$ cat src/adcsc_pkg.sv
// Purpose : shared constants and types of the converter status, interrupt and channel block
// Assumes : 32-bit APB, one aligned word per register
// Notes   : status and enable registers share one bit layout
package adcsc_pkg;

  // ----------------------------------------------------------------
  // register offsets
  // ----------------------------------------------------------------
  localparam logic [7:0] OFF_STATUS     = 8'h00;
  localparam logic [7:0] OFF_STATUS_CLR = 8'h04;
  localparam logic [7:0] OFF_IRQ_EN     = 8'h08;
  localparam logic [7:0] OFF_TRIG_STAT  = 8'h0c;
  localparam logic [7:0] OFF_TRIG_CLR   = 8'h10;
  localparam logic [7:0] OFF_TRIG_EN    = 8'h14;
  localparam logic [7:0] OFF_CONFIG     = 8'h18;
  localparam logic [7:0] OFF_FIFO_DATA  = 8'h1c;
  localparam logic [7:0] OFF_FIFO_COUNT = 8'h20;

  // ----------------------------------------------------------------
  // status / enable bit positions
  // ----------------------------------------------------------------
  localparam int BIT_OVF    = 0;
  localparam int BIT_RDY    = 1;
  localparam int BIT_EXC    = 2;
  localparam int BIT_DONE   = 3;
  localparam int BIT_CAL    = 4;
  localparam int BIT_ACTIVE = 5;
  localparam int NUM_STAT   = 6;
  localparam logic [5:0] STICKY_MASK = 6'h1d;

  // ----------------------------------------------------------------
  // trigger slots and config fields
  // ----------------------------------------------------------------
  localparam int NUM_TRIG     = 16;
  localparam int TRIG_CMPL_LO = 16;
  localparam int CFG_SCALE    = 0;
  localparam int CFG_MODE_LO  = 1;
  localparam int CFG_WM_LO    = 8;
  localparam int WM_W         = 5;
  localparam int SAMPLE_W     = 16;
  localparam int RES_SIDE_BIT = 31;

  // ----------------------------------------------------------------
  // reset values
  // ----------------------------------------------------------------
  localparam logic [5:0]  IRQ_EN_RESET  = 6'h00;
  localparam logic [31:0] TRIG_EN_RESET = 32'h0000_0000;
  localparam logic        SCALE_RESET   = 1'b0;
  localparam logic [WM_W-1:0] WM_RESET  = 5'h00;

  // ----------------------------------------------------------------
  // modes and types
  // ----------------------------------------------------------------
  typedef enum logic {
    ADCSC_DIVIDED_INPUT_SCALE = 1'b0,
    ADCSC_UNITY_INPUT_SCALE   = 1'b1
  } adcsc_scale_t;

  typedef enum logic [2:0] {
    ADCSC_SINGLE_A = 3'h0,
    ADCSC_SINGLE_B = 3'h1,
    ADCSC_DIFF_AB  = 3'h2,
    ADCSC_DIFF_BA  = 3'h3,
    ADCSC_DIFF_AB2 = 3'h4,
    ADCSC_DUAL     = 3'h5
  } adcsc_mode_t;

  typedef enum logic {
    ADCSC_SIDE_IDLE = 1'b0,
    ADCSC_SIDE_B    = 1'b1
  } adcsc_side_t;

  typedef struct packed {
    logic [SAMPLE_W-1:0] channel_side_a;
    logic [SAMPLE_W-1:0] channel_side_b;
  } adcsc_sample_t;

  typedef struct packed {
    logic [NUM_TRIG-1:0] done;
    logic [NUM_TRIG-1:0] preempt;
    logic                exception;
  } adcsc_trig_t;

endpackage : adcsc_pkg

$ cat src/adcsc_top.sv
// Purpose : status flags, interrupts, result FIFO and channel mode of a SAR converter
// Assumes : converter delivers raw side samples; triggers arrive as one-cycle pulses
// Notes   : FIFO depth must be a power of two
//
// What this block does
// overflow flag on push into full FIFO
// ready flag while count exceeds watermark
// trigger exception sets sticky exception flag
// any trigger completion sets global done flag
// calibration finish sets sticky calibration flag
// active bit mirrors converter active state
// overflow enable gates overflow interrupt
// watermark enable gates ready interrupt
// exception enable gates exception interrupt
// per-trigger completion interrupt enables, sixteen slots
// per-trigger interrupted flag on preemption
// completed flag only when completion enabled
// one scale mode drives both sides
// divided or unity input scale
// single-ended converts only selected side
// differential result is A minus B, or B minus A in ADCSC_DIFF_BA mode
// dual mode gives separate A, B results
// single level interrupt from enabled flags
module adcsc_top #(
  parameter int DEPTH = 16
) (
  // clock and reset
  input  wire logic                 CLK,
  input  wire logic                 RST,
  // APB slave
  input  wire logic                 PSEL,
  input  wire logic                 PENABLE,
  input  wire logic                 PWRITE,
  input  wire logic [7:0]           PADDR,
  input  wire logic [31:0]          PWDATA,
  input  wire logic [3:0]           PSTRB,
  output logic      [31:0]          PRDATA,
  output logic                      PREADY,
  output logic                      PSLVERR,
  // converter side
  input  wire adcsc_pkg::adcsc_sample_t SAMPLE,
  input  wire logic                 SAMPLE_VALID,
  output logic                      SAMPLE_READY,
  input  wire logic                 CONV_ACTIVE,
  input  wire logic                 CAL_DONE,
  output logic                      SCALE_SEL_A,
  output logic                      SCALE_SEL_B,
  // trigger events
  input  wire adcsc_pkg::adcsc_trig_t TRIG,
  // interrupt
  output logic                      IRQ
);

  // ----------------------------------------------------------------
  // local widths and state
  // ----------------------------------------------------------------
  localparam int AW = $clog2(DEPTH);
  localparam int CW = $clog2(DEPTH + 1);
  localparam logic [CW-1:0] FULL_COUNT = CW'(DEPTH);

  typedef struct packed {
    logic [DEPTH-1:0][31:0]        mem;
    logic [AW-1:0]                 wptr;
    logic [AW-1:0]                 rptr;
    logic [CW-1:0]                 count;
    logic [adcsc_pkg::NUM_STAT-1:0] sticky;
    logic [adcsc_pkg::NUM_STAT-1:0] irq_en;
    logic [15:0]                   intr;
    logic [15:0]                   cmpl;
    logic [31:0]                   trig_en;
    adcsc_pkg::adcsc_scale_t       scale;
    adcsc_pkg::adcsc_mode_t        mode;
    logic [adcsc_pkg::WM_W-1:0]    wm;
    adcsc_pkg::adcsc_side_t        side;
    logic [31:0]                   pend;
    logic [31:0]                   rdata;
    logic                          err;
    logic                          irq;
  } adcsc_state_t;

  adcsc_state_t s;
  adcsc_state_t next_s;

  // ----------------------------------------------------------------
  // helpers
  // ----------------------------------------------------------------
  function automatic logic [31:0] adcsc_merge(input logic [31:0] old_v,
                                              input logic [31:0] new_v,
                                              input logic [3:0]  strb);
    logic [31:0] r;
    r = old_v;
    for (int i = 0; i < 4; i++) begin
      if (strb[i]) begin
        r[i*8 +: 8] = new_v[i*8 +: 8];
      end
    end
    return r;
  endfunction : adcsc_merge

  // result word: side tag on top, signed 17-bit value at the bottom
  function automatic logic [31:0] adcsc_word(input logic                side_b,
                                             input logic [15:0] x,
                                             input logic [15:0] y,
                                             input logic                diff);
    logic [16:0] v;
    v = diff ? ({1'b0, x} - {1'b0, y}) : {1'b0, x};
    return {side_b, 14'h0000, v};
  endfunction : adcsc_word

  function automatic logic [31:0] adcsc_clr(input logic [31:0] wdata,
                                            input logic [3:0]  strb);
    return adcsc_merge(32'h0000_0000, wdata, strb);
  endfunction : adcsc_clr

  // ----------------------------------------------------------------
  // bus decode
  // ----------------------------------------------------------------
  logic        setup;
  logic        access;
  logic        wr;
  logic        mapped;
  logic [31:0] clr_word;

  always_comb begin
    setup    = PSEL & ~PENABLE;
    access   = PSEL & PENABLE;
    wr       = access & PWRITE;
    clr_word = adcsc_clr(PWDATA, PSTRB);
    unique case (PADDR)
      adcsc_pkg::OFF_STATUS,
      adcsc_pkg::OFF_STATUS_CLR,
      adcsc_pkg::OFF_IRQ_EN,
      adcsc_pkg::OFF_TRIG_STAT,
      adcsc_pkg::OFF_TRIG_CLR,
      adcsc_pkg::OFF_TRIG_EN,
      adcsc_pkg::OFF_CONFIG,
      adcsc_pkg::OFF_FIFO_DATA,
      adcsc_pkg::OFF_FIFO_COUNT: mapped = 1'b1;
      default:                   mapped = 1'b0;
    endcase
  end

  // ----------------------------------------------------------------
  // next state
  // ----------------------------------------------------------------
  logic                           push;
  logic                           push_ok;
  logic                           pop;
  logic                           full;
  logic                           ready_flag;
  logic [31:0]                    push_word;
  logic [adcsc_pkg::NUM_STAT-1:0] ev;
  logic [adcsc_pkg::NUM_STAT-1:0] stat_clr;
  logic [adcsc_pkg::NUM_STAT-1:0] status;
  logic [15:0]                    intr_clr;
  logic [15:0]                    cmpl_clr;
  logic [15:0]                    cmpl_set;
  logic [31:0]                    cfg_word;
  logic [31:0]                    trig_word;
  logic [31:0]                    rd_mux;
  logic [31:0]                    en_word;
  logic [31:0]                    cfg_new;

  always_comb begin
    next_s     = s;
    push       = 1'b0;
    push_word  = 32'h0000_0000;
    full       = (s.count == FULL_COUNT);
    ready_flag = (s.count > CW'(s.wm));
    pop        = access & ~PWRITE & (PADDR == adcsc_pkg::OFF_FIFO_DATA) & (s.count != '0);

    // channel mode sequencing; dual mode spends one extra cycle on side B
    if (s.side == adcsc_pkg::ADCSC_SIDE_B) begin
      push        = 1'b1;
      push_word   = s.pend;
      next_s.side = adcsc_pkg::ADCSC_SIDE_IDLE;
    end else if (SAMPLE_VALID) begin
      push = 1'b1;
      unique case (s.mode)
        adcsc_pkg::ADCSC_SINGLE_A: begin
          push_word = adcsc_word(1'b0, SAMPLE.channel_side_a, 16'h0000, 1'b0);
        end
        adcsc_pkg::ADCSC_SINGLE_B: begin
          push_word = adcsc_word(1'b1, SAMPLE.channel_side_b, 16'h0000, 1'b0);
        end
        adcsc_pkg::ADCSC_DIFF_AB,
        adcsc_pkg::ADCSC_DIFF_AB2: begin
          push_word = adcsc_word(1'b0, SAMPLE.channel_side_a, SAMPLE.channel_side_b, 1'b1);
        end
        adcsc_pkg::ADCSC_DIFF_BA: begin
          push_word = adcsc_word(1'b1, SAMPLE.channel_side_b, SAMPLE.channel_side_a, 1'b1);
        end
        adcsc_pkg::ADCSC_DUAL: begin
          push_word   = adcsc_word(1'b0, SAMPLE.channel_side_a, 16'h0000, 1'b0);
          next_s.pend = adcsc_word(1'b1, SAMPLE.channel_side_b, 16'h0000, 1'b0);
          next_s.side = adcsc_pkg::ADCSC_SIDE_B;
        end
        default: begin
          push = 1'b0;
        end
      endcase
    end

    // result FIFO; a push into a full FIFO is dropped
    push_ok = push & ~full;
    if (push_ok) begin
      next_s.mem[s.wptr] = push_word;
      next_s.wptr        = s.wptr + AW'(1);
    end
    if (pop) begin
      next_s.rptr = s.rptr + AW'(1);
    end
    next_s.count = s.count + CW'(push_ok) - CW'(pop);

    // events
    ev                        = '0;
    ev[adcsc_pkg::BIT_OVF]    = push & full;
    ev[adcsc_pkg::BIT_EXC]    = TRIG.exception;
    ev[adcsc_pkg::BIT_DONE]   = |TRIG.done;
    ev[adcsc_pkg::BIT_CAL]    = CAL_DONE;
    cmpl_set                  = TRIG.done & s.trig_en[adcsc_pkg::TRIG_CMPL_LO +: 16];

    // software clears; a same-cycle event wins
    stat_clr = '0;
    intr_clr = '0;
    cmpl_clr = '0;
    if (wr && PADDR == adcsc_pkg::OFF_STATUS_CLR) begin
      stat_clr = clr_word[adcsc_pkg::NUM_STAT-1:0];
    end
    if (wr && PADDR == adcsc_pkg::OFF_TRIG_CLR) begin
      intr_clr = clr_word[15:0];
      cmpl_clr = clr_word[adcsc_pkg::TRIG_CMPL_LO +: 16];
    end
    next_s.sticky = ((s.sticky & ~stat_clr) | ev) & adcsc_pkg::STICKY_MASK;
    next_s.intr   = (s.intr & ~intr_clr) | TRIG.preempt;
    next_s.cmpl   = (s.cmpl & ~cmpl_clr) | cmpl_set;

    // live bits overlay the sticky ones
    status                        = s.sticky;
    status[adcsc_pkg::BIT_RDY]    = ready_flag;
    status[adcsc_pkg::BIT_ACTIVE] = CONV_ACTIVE;

    // writable registers
    cfg_word  = {19'h00000, s.wm, 4'h0, s.mode, s.scale};
    trig_word = {s.cmpl, s.intr};
    en_word   = adcsc_merge({26'h0, s.irq_en}, PWDATA, PSTRB);
    cfg_new   = adcsc_merge(cfg_word, PWDATA, PSTRB);
    if (wr) begin
      unique case (PADDR)
        adcsc_pkg::OFF_IRQ_EN: begin
          next_s.irq_en = en_word[adcsc_pkg::NUM_STAT-1:0];
        end
        adcsc_pkg::OFF_TRIG_EN: begin
          next_s.trig_en = adcsc_merge(s.trig_en, PWDATA, PSTRB);
        end
        adcsc_pkg::OFF_CONFIG: begin
          next_s.scale = adcsc_pkg::adcsc_scale_t'(cfg_new[adcsc_pkg::CFG_SCALE]);
          next_s.mode  = adcsc_pkg::adcsc_mode_t'(cfg_new[adcsc_pkg::CFG_MODE_LO +: 3]);
          next_s.wm    = cfg_new[adcsc_pkg::CFG_WM_LO +: adcsc_pkg::WM_W];
        end
        default: begin
        end
      endcase
    end

    // read data is latched in the setup cycle so it comes from a flop
    unique case (PADDR)
      adcsc_pkg::OFF_STATUS:     rd_mux = {26'h0000000, status};
      adcsc_pkg::OFF_IRQ_EN:     rd_mux = {26'h0000000, s.irq_en};
      adcsc_pkg::OFF_TRIG_STAT:  rd_mux = trig_word;
      adcsc_pkg::OFF_TRIG_EN:    rd_mux = s.trig_en;
      adcsc_pkg::OFF_CONFIG:     rd_mux = cfg_word;
      adcsc_pkg::OFF_FIFO_DATA:  rd_mux = (s.count != '0) ? s.mem[s.rptr] : 32'h0000_0000;
      adcsc_pkg::OFF_FIFO_COUNT: rd_mux = 32'(s.count);
      default:                   rd_mux = 32'h0000_0000;
    endcase
    if (setup) begin
      next_s.rdata = PWRITE ? 32'h0000_0000 : rd_mux;
      next_s.err   = ~mapped;
    end

    // interrupt level from enabled flags
    next_s.irq = |(status & s.irq_en)
               | |(s.intr & s.trig_en[15:0])
               | |(s.cmpl & s.trig_en[adcsc_pkg::TRIG_CMPL_LO +: 16]);
  end

  // ----------------------------------------------------------------
  // state register
  // ----------------------------------------------------------------
  always_ff @(posedge CLK) begin
    if (RST) begin
      s         <= '0;
      s.irq_en  <= adcsc_pkg::IRQ_EN_RESET;
      s.trig_en <= adcsc_pkg::TRIG_EN_RESET;
      s.scale   <= adcsc_pkg::adcsc_scale_t'(adcsc_pkg::SCALE_RESET);
      s.mode    <= adcsc_pkg::ADCSC_SINGLE_A;
      s.wm      <= adcsc_pkg::WM_RESET;
      s.side    <= adcsc_pkg::ADCSC_SIDE_IDLE;
    end else begin
      s <= next_s;
    end
  end

  // ----------------------------------------------------------------
  // outputs
  // ----------------------------------------------------------------
  // zero wait states: every access phase completes at once
  assign PREADY       = 1'b1;
  assign PRDATA       = s.rdata;
  assign PSLVERR      = s.err & PSEL & PENABLE;
  assign SAMPLE_READY = (s.side == adcsc_pkg::ADCSC_SIDE_IDLE);
  // one flop feeds both sides, so they can never disagree
  assign SCALE_SEL_A  = s.scale;
  assign SCALE_SEL_B  = s.scale;
  assign IRQ          = s.irq;

endmodule : adcsc_top

$ cat config.mk
export PLATFORM = sky130hd
export DESIGN_NAME = adcsc_top
export DESIGN_NICKNAME = d
export VERILOG_FILES = /design/src/adcsc_pkg.sv /design/src/adcsc_top.sv
export SDC_FILE = /design/constraint.sdc
export NUM_CORES = 1
export LEC_CHECK = 0
export ABC_AREA = 1
export BUFFER_PORTS_ARGS = -buffer_cell sky130_fd_sc_hd__buf_4
export CAP_MARGIN = 20
export CORE_ASPECT_RATIO = 1.75
export CORE_MARGIN = 2
export CORE_UTILIZATION = 40
export DETAILED_ROUTE_END_ITERATION = 10
export GPL_ROUTABILITY_DRIVEN = 0
export SLEW_MARGIN = 20
export SYNTH_ARGS = -nofsm -noshare
export SYNTH_HDL_FRONTEND = slang
export SYNTH_SLANG_ARGS = --single-unit
$ cat constraint.sdc
create_clock -name CLK -period 3.95 [get_ports CLK]
set_input_delay 0.395 -clock CLK [delete_from_list [all_inputs] [get_ports CLK]]
set_output_delay 0.395 -clock CLK [all_outputs]
set_load 0.02 [all_outputs]
# Word-level counts from Yosys, hierarchy flattened
# Cells that the tools add are included.
# Widths: inputs -> output; s select.
dict set report op_classes {
  n_addsub 6
  mul 0
  div_mod_pow 0
  magnitude_cmp 4
  n_eq_ne 14
  n_shift 0
  muxes 23
  n_bitwise 31
  reduce_logical 23
}
# op count
set op_table {}
lappend op_table {{$bwmux 512} 1}
lappend op_table {{$pmux 32 s7} 1}
lappend op_table {{$mux 32} 6}
lappend op_table {{$bmux 32 s4} 1}
lappend op_table {{$demux 32 s4} 1}
lappend op_table {{$pmux 32 s4} 1}
lappend op_table {{$and 16x16->16} 5}
lappend op_table {{$reduce_or 16->1} 3}
lappend op_table {{$sub 16x16->17} 2}
lappend op_table {{$mux 33} 1}
lappend op_table {{$eq 8x5->1 const B} 4}
lappend op_table {{$mux 16} 2}
lappend op_table {{$mux 8} 4}
lappend op_table {{$not 16->16} 2}
lappend op_table {{$or 16x16->16} 2}
lappend op_table {{$reduce_and 3->1} 8}
lappend op_table {{$eq 8x4->1 const B} 2}
lappend op_table {{$reduce_or 6->1} 2}
lappend op_table {{$and 1x1->1} 10}
lappend op_table {{$lt 4x5->1 const B} 2}
lappend op_table {{$reduce_or 9->1} 1}
lappend op_table {{$add 4x1->4 const B} 2}
lappend op_table {{$eq 8x3->1 const B} 1}
lappend op_table {{$eq 8x6->1 const B} 1}
lappend op_table {{22 further kinds} 36}
dict set report totals {
  register_bits 660
  latch_bits 0
  ramBits 0
  romBits 0
  in_bits 117
  out_inout_bits 38
  elab_cells 136
  memories 0
}

# Longest topological paths before layout
dict set report logic_depth {
  word_depth 8
  mapped_depth 18
  mapped_depth_nobuf 17
}

# Least setup slack after synthesis
# Ideal clock, no wire load.
dict set report synth_path {
  path_type {input -> register}
  startpoint {input port PADDR[7]}
  endpoint {register s[156] (netlist name)}
  setup_time_ns 0.070
  t_arrival_ns 2.375
  required_ns 3.880
  setup_slack_ns 1.506
  stages 14
  path_buffers 0
  path_cell_list {nor2_1 > nand3_2 > nor2_1 > nand2_1 > nor3_2 > ha_1 > inv_1 > ha_1 > fa_1 > nand2_1 > a21oi_1 > nor2_1 > o21ai_0 > a21oi_1}
}
dict set report synth_via {
  elab_chain_cells 4
}
# element line
set synth_lines {}
lappend synth_lines {{start, declared} adcsc_top.sv:34} ;# input wire logic [7:0] PADDR,
lappend synth_lines {{$eq 8x5->1} adcsc_top.sv:170} ;# pop = access & ~PWRITE & (PADDR == adcsc_pkg::OFF_FIFO_DATA) & (s.count != '0);
lappend synth_lines {{$and 1x1->1 (2 in series)} adcsc_top.sv:170}
lappend synth_lines {{net pop} adcsc_top.sv:148} ;# logic pop;
lappend synth_lines {{$sub 5x1->5} adcsc_top.sv:213} ;# next_s.count = s.count + CW'(push_ok) - CW'(pop);
lappend synth_lines {{end signal, assigned} adcsc_top.sv:301} ;# s <= next_s;
lappend synth_lines {{end, declared} adcsc_top.sv:81} ;# adcsc_state_t s;
# The timed path passes the listed nets, and every way through them passes these cells.
# A chain may end at the register's enable or synchronous reset.

# Final worst setup path
dict set report layout_path {
  startpoint {register s[157] (netlist name)}
  endpoint {register s (netlist bit PRDATA[13])}
}
dict set report layout_via {
  elab_chain_cells 5
}
# element line
set layout_lines {}
lappend layout_lines {{$bmux 32 s4} adcsc_top.sv:273} ;# adcsc_pkg::OFF_FIFO_DATA: rd_mux = (s.count != '0) ? s.mem[s.rptr] : 32'h0000_0000;
lappend layout_lines {{$mux 32 (not written as such)} adcsc_top.sv:273}
lappend layout_lines {{$mux 32} adcsc_top.sv:273}
lappend layout_lines {{$pmux 32 s7} adcsc_top.sv:267} ;# unique case (PADDR)
lappend layout_lines {{$mux 32} adcsc_top.sv:278} ;# next_s.rdata = PWRITE ? 32'h0000_0000 : rd_mux;
# No other way between the ends. The select of a mux whose other input is x is not followed.

==> impl_results.md <==
- Clock period minus worst slack: 2.790 ns
- ANT cells: 0
- Setup Crit Path Kind: reg -> reg
- Routed Antenna Nets: 0
- Via count: around 23000
- Post-placement cell count: about 4200
- Setup Buffers After CTS: 0
- Die span in y: 324.6 um
- Final cycle utilization of the critical path: 70.62%
- Largest net degree at the start of global routing: 161
- Overflow after GRT: 0
- # H-tree levels: 2
- DR vias/cell: ~5.3
- Pre-CTS WS: 0.8929 ns
- Final Worst Setup Slack: 1.160 ns
- Core ar.: 58120 um2
- TritonCTS buffer count: 42
- WP data required: about 4.4 ns
- FP Rows: 117
- First-pass GRT wire length: 123700 um
- Asr flop ratio synth: 0%
- Area growth from synthesis to layout: 11.53%
- Sequential share of the synthesized area: 37.14%
- Status: finished clean
- Power consumption: about 10 mW
- Fmax: approximately 360 MHz
- Syn_nets: 3627
- Detail Placement HPWL: around 55000 um
- Fin area: 26210 um2
- Port Buffer Count: 153
- Post-synth top area share: a little under two fifths
- FF+latch count, synth: 436
- Fin util: a little under half
- Lkg Pwr: 11.89 nW
- Post_cts resized: 0
- Slew @ Worst Pin: 0.9424 ns
- Max cap viols: 0
- Nets: 3628
- Worst-skew pair later-pin latency: 0.58 ns
- Initial core utilization: 40.44%
- Initial antenna violation count: 0
- Final setup violation count: 0
- Layout cells sized above 1: between 10% and 20%
- Main flop type after synthesis: dfxtp_1
- Hold Crit Class: in -> reg
- Mean Syn Cell Area: 6.794 um2
- IO Pins: 155
- CP arrival: 3.22 ns
- DRC Markers: 0
- CTS tree: yes
- VDD IR-drop max: 0.3446 mV
- Final hold slack: 0.01755 ns
- CTS Hold Buffers Added: 0
- CP Max Fanout: 41
- Headroom to the max-slew limit: 37.18%
- WL/cell: 18.87 um
- Clock Path Buffers: 3
- Top post-synthesis cells by area: dfxtp_1 37%, nand2_1 9.5%, inv_1 9.0%, a21oi_1 8.3%, nand3_1 7.3%
- Netlist cell types: 56
- Crit end category: flip-flop
- Clock sink count: 436
- Yosys top cell by area: dfxtp_1
- Dpl cell area: 24820 um2
- Detailed Route WL: just over 80000 um
- Synth Cell Area: 23500 um2
- Post-synth EDFFs: 0
- Clock slew at the register clock pins of the worst setup and hold paths: approximately 0.070 ns
- Die Wd: 187.2 um
- Non-filler instance count after layout: between 4000 and 5000
- Unrepaired setup endpoints after global routing: no
- Post-route clock skew: 0.02825 ns
- Die Area: ~61000 um2
- Pins over their slew limit: 0
- DRT iter0 DRCs: 1886
- Total count of hold-check failures in the final report: 0
- Startpoint types: flip-flop
- PwrDens: 386.2 nW/um2
- Post-Syn Instances: between 3000 and 4000
- Vias in the first global route: 21440
- Root Driver: clkbuf_16
- Synth warnings: 0
- Fin Setup TNS: 0 ns
- Total track usage: 25.79%
- DR pass1 iterations: 5
==> cell usage in the layout (no fill, tap or decap), types with 7 or more instances in the layout <==
master	instances
a22oi_1	13
clkbuf_8	14
nor2_1	121
a21oi_1	388
nor2_4	12
o211ai_1	74
nand2_1	595
clkbuf_16	43
buf_4	197
nor3_1	7
dfxtp_1	434
nand3_1	345
clkbuf_1	9
nor2_2	16
inv_2	26
o22ai_1	11
nand2_2	15
o21ai_1	16
o21a_1	64
o21bai_1	52
ha_1	48
nand4_1	17
inv_1	565
o21ai_0	337
==> synthesized netlist by cell type (3+ instances only) <==
master and n:
o22ai_1 11, dfxtp_1 436, a21oi_1 388, inv_2 26
a221oi_1 6, buf_4 50, a22oi_1 13, buf_6 7
o21bai_1 52, inv_1 566, nor3_2 3, clkbuf_1 101
nand2_2 15, buf_2 70, nor2_1 124, a22o_1 3
o2111ai_1 3, or2_2 3, o21ai_0 337, nor4_1 3
fa_1 3, nor2_4 11, o21ai_1 16, buf_1 16
nor3_1 7, ha_1 48, nand3_1 345, o21a_1 64
nand4_1 17, nand2_1 595, o211ai_1 74, nor2_2 14
==> critical path: stages, from the launching register on <==
cell	delay (ns)
dfxtp_4	0.64
inv_1	0.50
o21ai_0	0.31
o21ai_0	0.09
o21ai_0	0.39
nand2_1	0.28
nand3_1	0.19
nand3_1	0.08
nand2_1	0.06
a21oi_1	0.06
==> where the power goes <==
group          total, mW  switching (mW)  leakage [nW]  internal [mW]
logic               1.33           0.875          7.67          0.451
clock network       4.17            1.84         0.689           2.34
registers           4.62          0.0808          3.53           4.54
total               10.1            2.79          11.9           7.33
==> per-layer routing <==
layer / GRT usage, % / vias up / wire (um)
met4: 14.03 / 0 / 4420
met5: 0 / - / 0
met1: 29.06 / 10660 / 31140
met2: 47.24 / 727 / 40840
met3: 2.723 / 192 / 4025
li1: - / 11200 / -
==> final cells by class <==
| cell class | instances | area (um2) |
|---|---|---|
| clock inverter | 8 | 83.83 |
| timing repair buffer | 203 | 1585 |
| multi-input combinational | 2182 | 11290 |
| sequential | 436 | 8736 |
| fill | 6172 | 31910 |
| inverter | 595 | 2246 |
| clock buffer | 66 | 1303 |
| tap | 773 | 967.2 |
==> cell families after synthesis <==
family          share of synthesized area [%]
xor+xnor                               0.1118
flops                                   37.14
other cells                           0.01596
fa+ha+maj                               2.811
buf+inv                                 14.87
compound gates                          23.47
simple gates                            21.57
==> flip-flops by register name, indices dropped and copies added, names as in the netlist <==
| register | cells |
|---|---|
| cfg_word | 8 |
| s | 394 |
| SCALE_SEL_A | 1 |
| PRDATA | 32 |
| IRQ | 1 |
==> path summary, 6_finish.rpt <==
| path | startpoint | endpoint | slack (ns) | depth (start not counted) |
|---|---|---|---|---|
| worst min register to register | s[122] | s[122] | 0.46 | 2 |
| worst max register to register | s[157] | PRDATA[13] | 1.16 | 9 |
| worst min-delay path | TRIG[7] | s[130] | 0.02 | 3 |
| worst max-delay path | s[157] | PRDATA[13] | 1.16 | 9 |
No activity file was read; power rests on OpenSTA's default activity.
